===== config.mk =====
export PLATFORM = sky130hd
export DESIGN_NAME = csc_config
export DESIGN_NICKNAME = d
export VERILOG_FILES = /design/src/rtl/csc_pkg.sv /design/src/rtl/csc_config.sv /design/src/rtl/csc_sync.sv
export VERILOG_INCLUDE_DIRS = /design/src /design/src/rtl
export SDC_FILE = /design/constraint.sdc
export NUM_CORES = 1
export LEC_CHECK = 0
export ABC_AREA = 1
export BUFFER_PORTS_ARGS = -buffer_cell sky130_fd_sc_hd__buf_2
export CORE_UTILIZATION = 35
export CTS_BUF_LIST = sky130_fd_sc_hd__clkbuf_8
export DETAILED_ROUTE_END_ITERATION = 16
export GPL_ROUTABILITY_DRIVEN = 0
export PLACE_DENSITY = 0.69
export SYNTH_ARGS = -nofsm -noshare
export SYNTH_HDL_FRONTEND = slang
export SYNTH_HIERARCHICAL = 1
export SYNTH_SLANG_ARGS = --single-unit

===== constraint.sdc =====
create_clock -name i_clk_sys -period 1 [get_ports i_clk_sys]
set_input_delay 0 -clock i_clk_sys [delete_from_list [all_inputs] [get_ports i_clk_sys]]
set_output_delay 0 -clock i_clk_sys [all_outputs]
set_load 0.005 [all_outputs]

===== src/rtl/csc_defines.svh =====
`ifndef CSC_DEFINES_SVH
`define CSC_DEFINES_SVH

// register indices on the host register port
`define CSC_IDX_CONVERTER      1'b0
`define CSC_IDX_REGULATOR      1'b1

// converter configuration register fields
`define CSC_CONV_POWER_OFF     7
`define CSC_CONV_IRQ_FLAG      6
`define CSC_CONV_OUTPUT_GOOD   5
`define CSC_CONV_ZERO_BIT      4
`define CSC_CONV_SENS_ADJUST   3
`define CSC_CONV_STEP_DISABLE  2
`define CSC_CONV_CODE_MSB      1
`define CSC_CONV_CODE_LSB      0

// regulator current boost register fields
`define CSC_REG_BOOST_MSB      7
`define CSC_REG_BOOST_LSB      4
`define CSC_REG_FIXED_MSB      3
`define CSC_REG_FIXED_LSB      0

// reset values
`define CSC_CONV_RESET         8'h00
`define CSC_REG_RESET          8'h0f
`define CSC_REG_FIXED_VALUE    4'hf
`define CSC_BOOST_RESET        4'h0
`define CSC_CODE_RESET         2'h0

// output voltage codes
`define CSC_CODE_0V0           2'h0
`define CSC_CODE_2V2           2'h1
`define CSC_CODE_3V2           2'h2
`define CSC_CODE_5V2           2'h3

`endif


===== src/rtl/csc_pkg.sv =====
package csc_pkg;

  typedef enum logic [1:0] {
    CSC_VOLT_0V0 = 2'b00,
    CSC_VOLT_2V2 = 2'b01,
    CSC_VOLT_3V2 = 2'b10,
    CSC_VOLT_5V2 = 2'b11
  } csc_volt_t;

  // one host register access, as delivered by the two-wire link decoder
  typedef struct packed {
    logic       wr;
    logic       rd;
    logic       sel;
    logic [7:0] wdata;
  } csc_reg_req_t;

  // controls toward the analog converter
  typedef struct packed {
    logic      enable;
    csc_volt_t code;
    logic      sens_adjust;
    logic      step_disable;
  } csc_conv_ctrl_t;

  // analog status inputs, also the synchroniser payload
  typedef struct packed {
    logic output_good;
    logic card_good;
  } csc_status_t;

  typedef struct packed {
    csc_status_t meta;
    csc_status_t stable;
  } csc_sync_t;

  typedef struct packed {
    logic        power_off;
    logic        irq_flag;
    logic        sens_adjust;
    logic        step_disable;
    csc_volt_t   code;
    logic [3:0]  boost;
    logic        card_good_prev;
    logic        deactivate;
    logic [7:0]  rdata;
  } csc_state_t;

endpackage : csc_pkg


===== src/rtl/csc_config.sv =====
`include "csc_defines.svh"

module csc_config (
  input  wire logic                    i_clk_sys,
  input  wire logic                    i_rst_n,
  input  wire csc_pkg::csc_reg_req_t   i_reg_req,
  input  wire csc_pkg::csc_status_t    i_conv_status,
  output logic [7:0]                   o_reg_rdata,
  output csc_pkg::csc_conv_ctrl_t      o_conv_ctrl,
  output logic                         o_card_deactivate,
  output logic [3:0]                   o_regulator_current_boost
);

  //////////////////////////////////////////////////////////////////////////////
  // read value helpers

  function automatic logic [7:0] conv_read_value(
    input csc_pkg::csc_state_t st,
    input logic                good
  );
    logic [7:0] v;
    v                              = `CSC_CONV_RESET;
    v[`CSC_CONV_POWER_OFF]         = st.power_off;
    v[`CSC_CONV_IRQ_FLAG]          = st.irq_flag;
    v[`CSC_CONV_OUTPUT_GOOD]       = good;
    v[`CSC_CONV_ZERO_BIT]          = 1'b0;
    v[`CSC_CONV_SENS_ADJUST]       = st.sens_adjust;
    v[`CSC_CONV_STEP_DISABLE]      = st.step_disable;
    v[`CSC_CONV_CODE_MSB:`CSC_CONV_CODE_LSB] = st.code;
    return v;
  endfunction : conv_read_value

  function automatic logic [7:0] reg_read_value(
    input csc_pkg::csc_state_t st
  );
    logic [7:0] v;
    v                                        = `CSC_REG_RESET;
    v[`CSC_REG_BOOST_MSB:`CSC_REG_BOOST_LSB] = st.boost;
    v[`CSC_REG_FIXED_MSB:`CSC_REG_FIXED_LSB] = `CSC_REG_FIXED_VALUE;
    return v;
  endfunction : reg_read_value

  //////////////////////////////////////////////////////////////////////////////
  // status synchronisation

  csc_pkg::csc_status_t status_sync;

  csc_sync u_sync (
    .i_clk_sys (i_clk_sys),
    .i_rst_n   (i_rst_n),
    .i_async   (i_conv_status),
    .o_sync    (status_sync)
  );

  //////////////////////////////////////////////////////////////////////////////
  // register state

  csc_pkg::csc_state_t state_q;
  csc_pkg::csc_state_t state_d;

  logic conv_wr;
  logic conv_rd;
  logic regu_wr;
  logic regu_rd;
  logic card_good_rise;
  logic output_good;

  assign conv_wr = i_reg_req.wr && (i_reg_req.sel == `CSC_IDX_CONVERTER);
  assign conv_rd = i_reg_req.rd && (i_reg_req.sel == `CSC_IDX_CONVERTER);
  assign regu_wr = i_reg_req.wr && (i_reg_req.sel == `CSC_IDX_REGULATOR);
  assign regu_rd = i_reg_req.rd && (i_reg_req.sel == `CSC_IDX_REGULATOR);

  // rising edge of the synchronised card voltage good level
  assign card_good_rise = status_sync.card_good && !state_q.card_good_prev;

  // a stopped converter never reports good output
  assign output_good = status_sync.output_good && !state_q.power_off;

  always_comb begin
    state_d                = state_q;
    state_d.card_good_prev = status_sync.card_good;
    state_d.deactivate     = 1'b0;

    if (conv_wr) begin
      // a rising power-off bit starts the deactivation sequence
      state_d.deactivate   = i_reg_req.wdata[`CSC_CONV_POWER_OFF]
                             && !state_q.power_off;
      state_d.power_off    = i_reg_req.wdata[`CSC_CONV_POWER_OFF];
      state_d.sens_adjust  = i_reg_req.wdata[`CSC_CONV_SENS_ADJUST];
      state_d.step_disable = i_reg_req.wdata[`CSC_CONV_STEP_DISABLE];
      // code changes alone leave cards powered
      state_d.code         = csc_pkg::csc_volt_t'(
                               i_reg_req.wdata[`CSC_CONV_CODE_MSB:`CSC_CONV_CODE_LSB]);
      // bit 4 is not stored and always reads zero
    end

    if (regu_wr) begin
      // low bits are held at one so a stray clear cannot reach the regulators
      state_d.boost = i_reg_req.wdata[`CSC_REG_BOOST_MSB:`CSC_REG_BOOST_LSB];
    end

    if (conv_rd) begin
      state_d.rdata = conv_read_value(state_q, output_good);
    end else if (regu_rd) begin
      state_d.rdata = reg_read_value(state_q);
    end

    // a new edge in the read cycle survives the read clear
    state_d.irq_flag = (state_q.irq_flag && !conv_rd) || card_good_rise;
  end

  always_ff @(posedge i_clk_sys or negedge i_rst_n) begin
    if (!i_rst_n) begin
      state_q              <= '0;
      state_q.power_off    <= 1'b0;
      state_q.irq_flag     <= 1'b0;
      state_q.sens_adjust  <= 1'b0;
      state_q.step_disable <= 1'b0;
      state_q.code         <= csc_pkg::CSC_VOLT_0V0;
      state_q.boost        <= `CSC_BOOST_RESET;
    end else begin
      state_q <= state_d;
    end
  end

  //////////////////////////////////////////////////////////////////////////////
  // outputs

  assign o_reg_rdata                  = state_q.rdata;
  assign o_card_deactivate            = state_q.deactivate;
  assign o_conv_ctrl.enable           = !state_q.power_off;
  assign o_conv_ctrl.code             = state_q.code;
  assign o_conv_ctrl.sens_adjust      = state_q.sens_adjust;
  assign o_conv_ctrl.step_disable     = state_q.step_disable;
  assign o_regulator_current_boost    = state_q.boost;

  //////////////////////////////////////////////////////////////////////////////
  // assertions

  a_irq_flag_set: assert property (
    @(posedge i_clk_sys) disable iff (!i_rst_n)
    card_good_rise |=> state_q.irq_flag
  ) else $error("irq flag not set after card voltage good");

  a_irq_read_clear: assert property (
    @(posedge i_clk_sys) disable iff (!i_rst_n)
    (conv_rd && !card_good_rise) |=> !state_q.irq_flag
  ) else $error("irq flag not cleared by read");

  a_irq_read_shows: assert property (
    @(posedge i_clk_sys) disable iff (!i_rst_n)
    (conv_rd && state_q.irq_flag) |=> o_reg_rdata[`CSC_CONV_IRQ_FLAG]
  ) else $error("read lost the pending irq flag");

  a_output_good_bit: assert property (
    @(posedge i_clk_sys) disable iff (!i_rst_n)
    conv_rd |=> (o_reg_rdata[`CSC_CONV_OUTPUT_GOOD] ==
                 ($past(status_sync.output_good) && !$past(state_q.power_off)))
  ) else $error("output good bit wrong");

  a_zero_bit_four: assert property (
    @(posedge i_clk_sys) disable iff (!i_rst_n)
    conv_rd |=> !o_reg_rdata[`CSC_CONV_ZERO_BIT]
  ) else $error("bit 4 read back non-zero");

  a_power_off_deact: assert property (
    @(posedge i_clk_sys) disable iff (!i_rst_n)
    (conv_wr && i_reg_req.wdata[`CSC_CONV_POWER_OFF] && o_conv_ctrl.enable)
      |=> (o_card_deactivate && !o_conv_ctrl.enable) ##1 !o_card_deactivate
  ) else $error("power off did not give one deactivation pulse");

  a_power_on_enable: assert property (
    @(posedge i_clk_sys) disable iff (!i_rst_n)
    (conv_wr && !i_reg_req.wdata[`CSC_CONV_POWER_OFF]) |=> o_conv_ctrl.enable
  ) else $error("converter not re-enabled");

  a_code_no_deact: assert property (
    @(posedge i_clk_sys) disable iff (!i_rst_n)
    (conv_wr && (i_reg_req.wdata[`CSC_CONV_POWER_OFF] == state_q.power_off))
      |=> !o_card_deactivate
  ) else $error("code change caused deactivation");

  a_code_output: assert property (
    @(posedge i_clk_sys) disable iff (!i_rst_n)
    conv_wr |=> (o_conv_ctrl.code ==
                 $past(i_reg_req.wdata[`CSC_CONV_CODE_MSB:`CSC_CONV_CODE_LSB]))
  ) else $error("voltage code not applied");

  a_sense_adjust: assert property (
    @(posedge i_clk_sys) disable iff (!i_rst_n)
    conv_wr |=> (o_conv_ctrl.sens_adjust == $past(i_reg_req.wdata[`CSC_CONV_SENS_ADJUST]))
  ) else $error("sensitivity bit not applied");

  a_boost_output: assert property (
    @(posedge i_clk_sys) disable iff (!i_rst_n)
    regu_wr |=> (o_regulator_current_boost ==
                 $past(i_reg_req.wdata[`CSC_REG_BOOST_MSB:`CSC_REG_BOOST_LSB]))
  ) else $error("boost bits not applied");

  a_reg_low_ones: assert property (
    @(posedge i_clk_sys) disable iff (!i_rst_n)
    regu_rd |=> (o_reg_rdata[`CSC_REG_FIXED_MSB:`CSC_REG_FIXED_LSB] == `CSC_REG_FIXED_VALUE)
  ) else $error("regulator low bits not ones");

  //////////////////////////////////////////////////////////////////////////////
  // reset, hold, read-back, deactivation pulse and irq flag checks

  // from the second reset edge on, as the first edge may still see power-up values
  a_reset_values: assert property (
    @(posedge i_clk_sys)
    (!i_rst_n ##1 !i_rst_n) |-> ((o_reg_rdata == `CSC_CONV_RESET) && o_conv_ctrl.enable &&
                                 (o_conv_ctrl.code == csc_pkg::CSC_VOLT_0V0) &&
                                 !o_conv_ctrl.sens_adjust && !o_conv_ctrl.step_disable &&
                                 !o_card_deactivate)
  ) else $error("converter register not at reset value");

  a_boost_reset: assert property (
    @(posedge i_clk_sys)
    (!i_rst_n ##1 !i_rst_n) |-> (o_regulator_current_boost == `CSC_BOOST_RESET)
  ) else $error("boost bits not at reset value");

  a_irq_reset: assert property (
    @(posedge i_clk_sys)
    (!i_rst_n ##1 !i_rst_n) |-> (!state_q.irq_flag && !state_q.power_off)
  ) else $error("flags not clear in reset");

  a_deact_one_cycle: assert property (
    @(posedge i_clk_sys) disable iff (!i_rst_n)
    o_card_deactivate |=> !o_card_deactivate
  ) else $error("deactivation pulse longer than one cycle");

  a_deact_stops_conv: assert property (
    @(posedge i_clk_sys) disable iff (!i_rst_n)
    o_card_deactivate |-> !o_conv_ctrl.enable
  ) else $error("deactivation while converter enabled");

  a_deact_only_off: assert property (
    @(posedge i_clk_sys) disable iff (!i_rst_n)
    o_card_deactivate |-> ($past(conv_wr) && $past(i_reg_req.wdata[`CSC_CONV_POWER_OFF]) &&
                           !$past(state_q.power_off))
  ) else $error("deactivation without a power-off write");

  a_irq_holds: assert property (
    @(posedge i_clk_sys) disable iff (!i_rst_n)
    (state_q.irq_flag && !conv_rd) |=> state_q.irq_flag
  ) else $error("irq flag lost without a read");

  a_irq_no_cause: assert property (
    @(posedge i_clk_sys) disable iff (!i_rst_n)
    (!state_q.irq_flag && !card_good_rise) |=> !state_q.irq_flag
  ) else $error("irq flag set without card voltage rise");

  a_irq_set_wins: assert property (
    @(posedge i_clk_sys) disable iff (!i_rst_n)
    (conv_rd && card_good_rise) |=> state_q.irq_flag
  ) else $error("read clear beat a new irq event");

  a_good_forced_off: assert property (
    @(posedge i_clk_sys) disable iff (!i_rst_n)
    (conv_rd && state_q.power_off) |=> !o_reg_rdata[`CSC_CONV_OUTPUT_GOOD]
  ) else $error("output good shown while converter off");

  a_read_power_off: assert property (
    @(posedge i_clk_sys) disable iff (!i_rst_n)
    conv_rd |=> (o_reg_rdata[`CSC_CONV_POWER_OFF] == $past(state_q.power_off))
  ) else $error("power-off bit read back wrong");

  a_read_code: assert property (
    @(posedge i_clk_sys) disable iff (!i_rst_n)
    conv_rd |=> (o_reg_rdata[`CSC_CONV_CODE_MSB:`CSC_CONV_CODE_LSB] == $past(state_q.code))
  ) else $error("voltage code read back wrong");

  a_read_sense: assert property (
    @(posedge i_clk_sys) disable iff (!i_rst_n)
    conv_rd |=> (o_reg_rdata[`CSC_CONV_SENS_ADJUST] == $past(state_q.sens_adjust))
  ) else $error("sensitivity bit read back wrong");

  a_read_boost: assert property (
    @(posedge i_clk_sys) disable iff (!i_rst_n)
    regu_rd |=> (o_reg_rdata[`CSC_REG_BOOST_MSB:`CSC_REG_BOOST_LSB] == $past(state_q.boost))
  ) else $error("boost bits read back wrong");

  a_rdata_holds: assert property (
    @(posedge i_clk_sys) disable iff (!i_rst_n)
    !(conv_rd || regu_rd) |=> $stable(o_reg_rdata)
  ) else $error("read data changed without a read");

  a_code_holds: assert property (
    @(posedge i_clk_sys) disable iff (!i_rst_n)
    !conv_wr |=> $stable(o_conv_ctrl.code)
  ) else $error("voltage code changed without a write");

  a_enable_holds: assert property (
    @(posedge i_clk_sys) disable iff (!i_rst_n)
    !conv_wr |=> $stable(o_conv_ctrl.enable)
  ) else $error("converter enable changed without a write");

  a_boost_holds: assert property (
    @(posedge i_clk_sys) disable iff (!i_rst_n)
    !regu_wr |=> $stable(o_regulator_current_boost)
  ) else $error("boost bits changed without a write");

endmodule : csc_config


===== src/rtl/csc_sync.sv =====
module csc_sync (
  input  wire logic                i_clk_sys,
  input  wire logic                i_rst_n,
  input  wire csc_pkg::csc_status_t i_async,
  output csc_pkg::csc_status_t     o_sync
);

  csc_pkg::csc_sync_t state_q;
  csc_pkg::csc_sync_t state_d;

  always_comb begin
    state_d        = state_q;
    state_d.meta   = i_async;
    state_d.stable = state_q.meta;
  end

  always_ff @(posedge i_clk_sys or negedge i_rst_n) begin
    if (!i_rst_n) begin
      state_q <= '0;
    end else begin
      state_q <= state_d;
    end
  end

  // only the second stage leaves this module
  assign o_sync = state_q.stable;

endmodule : csc_sync


# Word-level counts from Yosys, hierarchy flattened
# Cells that the tools add are included.
[totals]
out_inout_bits = 18
word_cells = 30
ff_bits = 24
[op_classes]
bitwise = 1
reduce_logical = 13
mux = 3
[ops]
columns = ["operator", "count"]
rows = [
  ["$mux 8", 2],
  ["$logic_and 1x1->1", 8],
  ["$logic_not 1->1", 3],
  ["$reduce_bool 2->1", 1],
  ["$logic_or 1x1->1", 1],
  ["$mux 1", 1],
  ["$not 1->1", 1],
]

# Depth between registers and ports, before layout
# Gate-level depths: netlist of the first run.
[logic_depth]
ltp_word = 5
ltp_mapped = 5
ltp_nobuf = 5

# Modules after synthesis
# Netlist of the first run, hierarchy kept.
[by_module_without_submodules]
columns = ["mod", "cells_each", "n_inst", "seq_area_each_um2", "area_each_um2"]
rows = [
  ["csc_config", 109, 1, 500.5, 944.7],
  ["csc_sync", 4, 1, 100.1, 100.1],
]

# Worst setup path after synthesis of the first run
# OpenSTA, ideal clock, no wires.
[synth_path]
path_kind = "reg-to-reg"
from = "reg o_reg_rdata[6] (netlist name)"
to = "reg state_q, in the netlist o_reg_rdata[6]"
path_stages_with_launch = 4
path_buffers = 0
t_arrival_ns = 0.698
slack_ns = 0.185
synth_period_minus_slack_ns = 0.815
setup_time_ns = 0.117
cell_sequence = "dfrtp_1 or2_2 nand2_1 nor2_1"
[synth_lines]
columns = ["element", "line", "text"]
rows = [
  ["end signal: assignment", "csc_config.sv:122", "state_q <= state_d;"],
  ["end: declaration", "csc_config.sv:58", "csc_pkg::csc_state_t state_q;"],
]

==> results of run 1 <==
-- worst max-delay path, cell delays in order (launching register included) --
cell and delay (ns):
dfrtp_1 0.40, inv_1 0.09, buf_2 0.12
-- sequential cells by signal, summed over array words and instances, names as in the netlist --
register                   count
o_card_deactivate              1
o_regulator_current_boost      4
o_reg_rdata                    8
state_q                        3
o_conv_ctrl                    4
u_sync/state_d                 2
u_sync/o_sync                  2
-- layout make-up --
| class | instances | area [µm²] |
|---|---|---|
| fillers | 280 | 1515 |
| flip-flops and latches | 24 | 600.6 |
| clock buffers | 4 | 55.05 |
| multi-input cells | 63 | 271.5 |
| inverters | 8 | 30.03 |
| repair buffers | 43 | 270.3 |
| well taps | 31 | 38.79 |
-- layer usage --
metal / up-vias / global-route usage (%) / share of wire [%]
li1: 391 / - / -
met1: 359 / 15.72 / 41
met2: 24 / 23.03 / 52
met3: 8 / 2.765 / 4.6
met4: 0 / 8.362 / 3.1
met5: - / 0 / 0
-- path summary, 6_finish.rpt --
path	end	slack, ns	depth (start not counted)
setup / recovery	o_conv_ctrl[4]	0.14	2
hold / removal	o_regulator_current_boost[0]	0.04	3
setup reg to reg	o_reg_rdata[6]	0.14	3
hold reg to reg	u_sync/o_sync[1]	0.35	0
max in group asynchronous	o_reg_rdata[5]	0.42	2
min in group asynchronous	u_sync/state_d[0]	0.23	2
-- cells in the mapped netlist --
library cell / instances / area [µm²]
buf_4: 16 / 120.1
buf_6: 2 / 22.52
o21ai_0: 7 / 35.03
nor2_4: 1 / 11.26
nand3_1: 9 / 45.04
inv_1: 5 / 18.77
nor2_1: 7 / 26.28
inv_2: 3 / 11.26
nand2_2: 1 / 6.260
or2_2: 2 / 12.51
nand2_1: 36 / 135.1
dfrtp_1: 24 / 600.6
-- kinds of logic after synthesis --
kind of cell           share of synthesized area, %
flip-flops                                    57.49
AO/OA/AOI/OAI                                 3.353
AND/OR/NAND/NOR                               22.64
buffers and inverters                         16.53
-- what timing repair did --
item | CTS | global route
hold buffers | 11 | 0
hold endpoints to repair | 35 | 0
resized for setup | 0 | 0
-- power breakdown --
group | total, mW | internal, mW | switching [mW]
combinational | 0.322 | 0.158 | 0.164
clock | 0.657 | 0.351 | 0.306
sequential | 1.13 | 1.07 | 0.0600
total | 2.11 | 1.58 | 0.530
-- metrics by stage --
stage               util, %  cells  hold slack [ns]  area (µm²)  worst slack [ns]
floorplan                 -    113          -0.2956        1045            0.1851
global placement      39.59    158        -0.007427        1101            0.1725
detailed placement    39.59    158         0.005426        1101            0.1595
CTS                   45.52    173          0.04778        1266            0.1334
global route          45.52    173          0.04671        1266           0.09764
finish                45.52    173          0.04489        1266            0.1354
==> results.py, run 1 <==
metrics = {
    "status": {
        "status": "complete, no violations",
    },
    "synthesis": {
        "syn_nets": 128,
        "yosys_warnings": 6,
        "netlist_instances": 113,
        "yosysUniqueCellTypes": 12,
        "yosysSeqAreaShare_pct": 57.49,
        "syn_area_um2": 1045,
        "synth-seq-cells": 24,
        "synth_area_per_cell_um2": 9.246,
    },
    "routing": {
        "antenna_left": 0,
        "via_per_inst": 4.520,
        "firstDrtPassIters": 4,
        "drc": 0,
        "wirelength_um": 1899,
        "drt_iter0_drc": 4,
        "vias": 782,
        "wl_per_cell_um": 10.98,
    },
    "placement": {
        "place.port_buffers": 32,
        "dp_hpwl_um": 1335,
    },
    "floorplan": {
        "ios": 33,
        "die_width_um": 56.64,
        "core_um2": 2781,
        "die_y_um": 56.64,
        "num_rows": 19,
        "die_area_um2": 3208,
        "start_util_pct": 37.56,
    },
    "cts": {
        "cts_setup_buffers": 0,
        "clock_latency_ns": 0.26,
        "cts_tree": "built",
        "cts_buffer_depth": 2,
        "clk_pin_slew_worst_paths_ns": 0.08,
        "cts_buffers": 3,
        "clockRootBuffer": "clkbuf_8",
        "ctsHtreeMaxLevel": 1,
        "cts_num_sinks": 24,
    },
    "global_route": {
        "grt_pass1_vias": 778,
        "grt_usage_pct": 13.63,
        "grt_pass1_wl_um": 3325,
        "antenna_found_initial": 0,
        "grt-ovfl-total": 0,
        "grt_max_degree": 25,
    },
    "setup_path": {
        "critical_path_class": "flop to output pin",
        "startpoint": "state_q[19]",
        "cp.required_ns": 1.00,
        "start_kind": "flop",
        "worstPathMaxFanout": 3,
        "reg2reg_from": "o_reg_rdata[6]",
        "critPathArrivalTime_ns": 0.86,
        "end_kind": "output pin",
    },
    "power": {
        "ir_drop_uv": 1051,
        "p_per_area_nw_per_um2": 1667,
        "fin_total_pwr_mw": 2.111,
        "p_leak_nw": 0.6918,
    },
    "hold_path": {
        "holdCritStartpoint": "i_reg_req[10]",
        "hp-class": "input pin to flop",
    },
    "cells_and_area": {
        "final_common_cell": "nand2_1",
        "syn_to_final_growth_pct": 21.20,
        "diodes": 0,
        "drive_gt1_share_pct": 30.28,
        "nets": 158,
        "final_cell_mix": "nand2_1 (36), buf_2 (32), dfrtp_1 (24)",
    },
    "timing": {
        "rsz0062_at_grt": "no",
        "hold_viol": 0,
        "max_slew_margin_pct": 65.85,
        "slew_violations": 0,
        "timing.setup.tns_ns": 0,
        "finalCritPeriodShare_pct": 86.46,
        "max_freq_mhz": 1157,
        "finClkSkew_ns": 0.001410,
        "setup_viol": 0,
        "fin_crit_ns": 0.8646,
        "tightestPinTransition_ns": 0.5122,
    },
    "flow_run": {
        "cap_violations": 0,
    },
}
No activity file was read; power rests on OpenSTA's default activity.
==> inputs of run 2 (changes only) <==
- CELL_PAD_IN_SITES_DETAIL_PLACEMENT: default -> 0
- CELL_PAD_IN_SITES_GLOBAL_PLACEMENT: default -> 1
- PLACE_DENSITY: 0.69 -> 0.86
==> run 2 against run 1 <==
Net effect:
- die area did not move
- global-route usage shrank 1.4 points
- first-iteration DRC count rose to 4.3 times the previous value
- utilization up 0.58 points
- critical path depth stayed put
- register-to-register slack about the same
- wire length is 6.0% lower
- clock-buffer cell count shrank 1
- combinational power hardly changed
- via count fell by 3.3%
- flip-flop and latch count is the same
- worst setup slack got worse by 0.0095 ns
- critical path type unchanged
- critical endpoint unchanged
- highest routed layer unchanged
==> results.py, run 2 (same netlist as run 1, synthesis figures left out) <==
metrics = {
    "routing": {
        "vias": 756,
        "drt_iter0_drc": 17,
        "wl_per_cell_um": 10.32,
        "via_per_inst": 4.370,
        "firstDrtPassIters": 4,
        "wirelength_um": 1785,
        "antenna_left": 0,
        "drc": 0,
    },
    "floorplan": {
        "num_rows": 19,
        "die_area_um2": 3208,
        "ios": 33,
        "start_util_pct": 37.56,
        "die_y_um": 56.64,
        "core_um2": 2781,
        "die_width_um": 56.64,
    },
    "power": {
        "fin_total_pwr_mw": 2.269,
        "p_leak_nw": 0.6987,
        "ir_drop_uv": 985.6,
        "p_per_area_nw_per_um2": 1769,
    },
    "global_route": {
        "antenna_found_initial": 0,
        "grt_usage_pct": 12.21,
        "grt_max_degree": 25,
        "grt-ovfl-total": 0,
        "grt_pass1_vias": 748,
        "grt_pass1_wl_um": 3056,
    },
    "flow_run": {
        "cap_violations": 0,
    },
    "timing": {
        "max_freq_mhz": 1144,
        "max_slew_margin_pct": 65.28,
        "tightestPinTransition_ns": 0.5208,
        "hold_viol": 0,
        "slew_violations": 0,
        "finClkSkew_ns": 0.003382,
        "fin_crit_ns": 0.8741,
        "finalCritPeriodShare_pct": 87.41,
        "setup_viol": 0,
        "rsz0062_at_grt": "no",
        "timing.setup.tns_ns": 0,
    },
    "placement": {
        "dp_cells": 158,
        "place.port_buffers": 32,
        "dp_hpwl_um": 1317,
        "place_area_um2": 1101,
    },
    "cts": {
        "cts_buffers": 3,
        "cts_buffer_depth": 2,
        "cts_resized": 0,
        "clk_pin_slew_worst_paths_ns": 0.08,
        "clock_latency_ns": 0.26,
        "clockRootBuffer": "clkbuf_8",
        "ctsHtreeMaxLevel": 1,
        "cts_tree": "built",
        "cts_setup_buffers": 0,
        "cts_num_sinks": 24,
        "ctsHoldBuffers": 11,
    },
    "cells_and_area": {
        "diodes": 0,
        "syn_to_final_growth_pct": 22.75,
        "final_cells": 173,
        "final_common_cell": "nand2_1",
        "largest_register_ffs": 8,
        "nets": 158,
        "final_util_pct": 46.11,
        "final_cell_mix": "nand2_1 (36), buf_2 (32), dfrtp_1 (24)",
        "final_area_um2": 1282,
        "drive_gt1_share_pct": 30.28,
    },
    "hold_path": {
        "hp-class": "input pin to flop",
        "holdCritStartpoint": "i_reg_req[10]",
    },
    "setup_path": {
        "critical_path_class": "flop to output pin",
        "startpoint": "state_q[19]",
        "reg2reg_from": "o_reg_rdata[7]",
        "cp.required_ns": 1.00,
        "start_kind": "flop",
        "critPathArrivalTime_ns": 0.87,
        "worstPathMaxFanout": 3,
        "end_kind": "output pin",
    },
    "status": {
        "status": "complete, no violations",
    },
}
==> run 2: cell count changes in the layout (fill, tap and decap cells not counted) <==
cell / change
bufinv_16: +1
clkbuf_8: -1
==> run 2: per-stage QoR <==
step	setup WS, ns	hold WS [ns]
after floorplan	0.1851	-0.2956
after global placement	0.1745	0.001352
after detailed placement	0.1557	0.009306
after CTS	0.1165	0.03806
after global routing	0.07179	0.06095
final	0.1259	0.04494
==> run 2: power breakdown <==
| group | switching, mW | leakage [nW] | internal, mW |
|---|---|---|---|
| clock | 0.284 | 0.0357 | 0.534 |
| combinational | 0.163 | 0.373 | 0.158 |
| sequential | 0.0585 | 0.290 | 1.07 |
==> run 2: metal layers <==
metal	vias up	track usage, %	wire length, µm
met2	14	22.02	919
met3	2	2.535	65
met1	348	14.26	784
met5	-	0	0
met4	0	4.181	14
li1	392	-	-
==> run 2: worst max-delay path, stage by stage (launching register included) <==
cell and delay [ns]:
dfrtp_1 0.40, inv_1 0.10, buf_2 0.12
==> run 2: path summary, 6_finish.rpt <==
check | to | slack, ns | depth (start not counted)
max | o_conv_ctrl[4] | 0.13 | 2
min | o_regulator_current_boost[0] | 0.04 | 3
max reg2reg | o_reg_rdata[7] | 0.15 | 3
min reg2reg | u_sync/o_sync[0] | 0.35 | 0
max in group asynchronous | o_conv_ctrl[3] | 0.41 | 2
min in group asynchronous | u_sync/state_d[1] | 0.24 | 2
==> run 2: layout make-up <==
cell class              instances  area [µm²]
clock buffers                   3       41.29
flip-flops and latches         24       600.6
clock inverters                 1       30.03
repair buffers                 43       270.3
well taps                      31       38.79
fillers                       260        1499
inverters                       8       30.03
multi-input cells              63       271.5
==> inputs of run 3 (changes only) <==
- ABC_AREA: 1 -> default
- PLACE_DENSITY: 0.86 -> 0.83
==> run 3 against run 2 <==
Net effect:
- register-to-register slack got worse by 0.13 ns
- first-iteration DRC count fell by 88%
- critical path depth did not move
- total power is 10% lower
- synthesized cell count shrank 33%
- critical endpoint is now o_reg_rdata[5]
==> results.py, run 3 <==
metrics = {
    "status": {
        "status": "complete, no violations",
    },
    "routing": {
        "vias": 617,
        "antenna_left": 0,
        "drc": 0,
        "drt_iter0_drc": 2,
        "firstDrtPassIters": 4,
        "wirelength_um": 1613,
        "via_per_inst": 4.537,
        "wl_per_cell_um": 11.86,
    },
    "cts": {
        "cts_resized": 0,
        "cts_buffers": 3,
        "cts_num_sinks": 24,
        "cts_setup_buffers": 0,
        "cts_buffer_depth": 2,
        "clk_pin_slew_worst_paths_ns": 0.08,
        "clockRootBuffer": "clkbuf_8",
        "cts_tree": "built",
        "clock_latency_ns": 0.26,
        "ctsHtreeMaxLevel": 1,
    },
    "setup_path": {
        "cp_top_family": "flip-flops",
        "cpMaxStageDelayCell": "dfrtp_1",
        "critPathArrivalTime_ns": 1.17,
        "startpoint": "state_q[19]",
        "critical_path_class": "flop to flop",
        "max_stage_delay_ns": 0.38,
        "cp_num_buf_inv": 0,
        "cp_num_cells": 2,
        "start_kind": "flop",
        "path_cells": "or3b_1 -> a31oi_2",
        "cp.required_ns": 1.19,
        "worstPathMaxFanout": 2,
        "end_kind": "flop",
        "reg2reg_from": "state_q[19]",
        "r2r_cells": 2,
    },
    "timing": {
        "tightestPinTransition_ns": 0.5052,
        "setup_viol": 0,
        "max_slew_margin_pct": 66.32,
        "rsz0062_at_grt": "yes",
        "finalCritPeriodShare_pct": 98.33,
        "finClkSkew_ns": 0.003650,
        "hold_ws_ns": 0.09676,
        "slew_violations": 0,
        "max_freq_mhz": 1017,
        "hold_viol": 0,
        "fin_crit_ns": 0.9833,
    },
    "synthesis": {
        "synth-seq-cells": 24,
        "yosys_warnings": 6,
        "yosysSeqAreaShare_pct": 60.23,
        "syn_area_um2": 997.2,
        "yosysUniqueCellTypes": 19,
        "synth.area.top_cells": "dfrtp_1 (60%), buf_4 (12%), mux2_2 (10%), o22a_1 (3.5%), mux2i_1 (2.0%)",
        "yosysTopAreaCellShare_pct": 60.23,
        "synth_edf_count": 0,
        "synth_area_per_cell_um2": 13.12,
        "syn_nets": 91,
        "ys.flop_type": "dfrtp_1",
        "synthTopCellsByCount": "dfrtp_1 (24), buf_4 (16), mux2_2 (9)",
        "synthArstFlopShare_pct": 100.0,
        "yosysTopAreaCell": "dfrtp_1",
        "yosysMostFrequentCell": "dfrtp_1",
        "netlist_instances": 76,
    },
    "flow_run": {
        "cap_violations": 0,
    },
    "cells_and_area": {
        "final_util_pct": 47.39,
        "multi_input_area_um2": 244.0,
        "diodes": 0,
        "syn_to_final_growth_pct": 23.09,
        "final_cell_mix": "buf_2 (32), dfrtp_1 (24), dlygate4sd3_1 (11)",
        "drive_gt1_share_pct": 45.28,
        "final_common_cell": "buf_2",
        "n_fill_cell": 237,
        "regArea_um2": 600.6,
        "largest_register_ffs": 8,
        "final_cells": 136,
        "nets": 123,
    },
    "placement": {
        "place.port_buffers": 32,
        "dp_hpwl_um": 1161,
        "dp_cells": 122,
    },
    "power": {
        "fin_total_pwr_mw": 2.036,
        "p_per_area_nw_per_um2": 1658,
        "p_leak_nw": 0.5859,
        "ir_drop_uv": 1214,
    },
    "floorplan": {
        "ios": 33,
        "num_rows": 18,
        "die_y_um": 55.38,
        "start_util_pct": 38.50,
        "core_um2": 2590,
        "die_area_um2": 3066,
        "die_width_um": 55.38,
    },
    "global_route": {
        "grt_pass1_vias": 621,
        "grt_pass1_wl_um": 2649,
        "antenna_found_initial": 0,
        "grt_max_degree": 25,
        "grt-ovfl-total": 0,
        "grt_usage_pct": 11.33,
    },
    "hold_path": {
        "hp-class": "input pin to flop",
        "min_path_cells": 3,
        "holdCritStartpoint": "i_reg_req[8]",
    },
}
-- run 3: cell types whose count changed after synthesis, sizes merged, moves of 2 or more --
cell   delta
nand2    -35
or2       -2
a21oi     +2
inv       -5
mux2      +9
nand3     -8
nor2      -5
o21ai     -6
mux2i     +2
o22a      +4
-- run 3: layer usage --
metal  global-route usage, %  up-vias  wire length (µm)
li1                        -      300                 -
met1                   12.58      292               702
met2                   19.79       21               814
met3                   2.576        4                75
met4                   6.429        0                21
met5                       0        -                 0
-- run 3: what timing repair did --
| action | CTS | global route |
|---|---|---|
| setup endpoints to repair | 0 | 1 |
| hold buffers | 11 | 0 |
| hold endpoints to repair | 35 | 0 |
-- run 3: final timing paths --
path | to | slack, ns
worst min-delay path | o_reg_rdata[5] | 0.1
worst min register to register | u_sync/o_sync[0] | 0.35
worst max-delay path | o_reg_rdata[5] | 0.02
max in group asynchronous | o_conv_ctrl[0] | 0.42
min in group asynchronous | state_q[19] | 0.24
worst max register to register | o_reg_rdata[5] | 0.02
-- run 3: worst register-to-register path, delay by kind of cell (launching register included) --
family | cells | cell delay (ns)
flip-flops | 1 | 0.38
AND/OR/NAND/NOR | 1 | 0.36
AO/OA/AOI/OAI | 1 | 0.16
-- run 3: power breakdown --
group          switching, mW  leakage (nW)  internal (mW)  total, mW
Combinational          0.138         0.287          0.208      0.346
Clock                  0.276        0.0216          0.269      0.544
Sequential            0.0633         0.277           1.08       1.14
-- run 3: metrics by stage --
stage	area, µm²	TNS (ns)	worst slack [ns]
after detailed placement	1076	0	0.03047
after floorplan	997.2	0	0.04180
after global routing	1227	-0.03551	-0.03551
after CTS	1227	0	0.01328
after global placement	1076	0	0.06204
final	1227	0	0.01673
-- run 3: cell families after synthesis --
family	count (synthesis)	share of synthesized area, %
flops	24	60.23
buf+inv	22	15.31
mux	11	12.17
compound gates	9	7.151
simple gates	10	5.145
-- run 3: area by class of cell --
class                   count  area share, %
inverters                   3         0.9174
multi-input cells          30          19.88
clock buffers               3          3.364
repair buffers             46          23.85
well taps                  30          3.058
flip-flops and latches     24          48.93
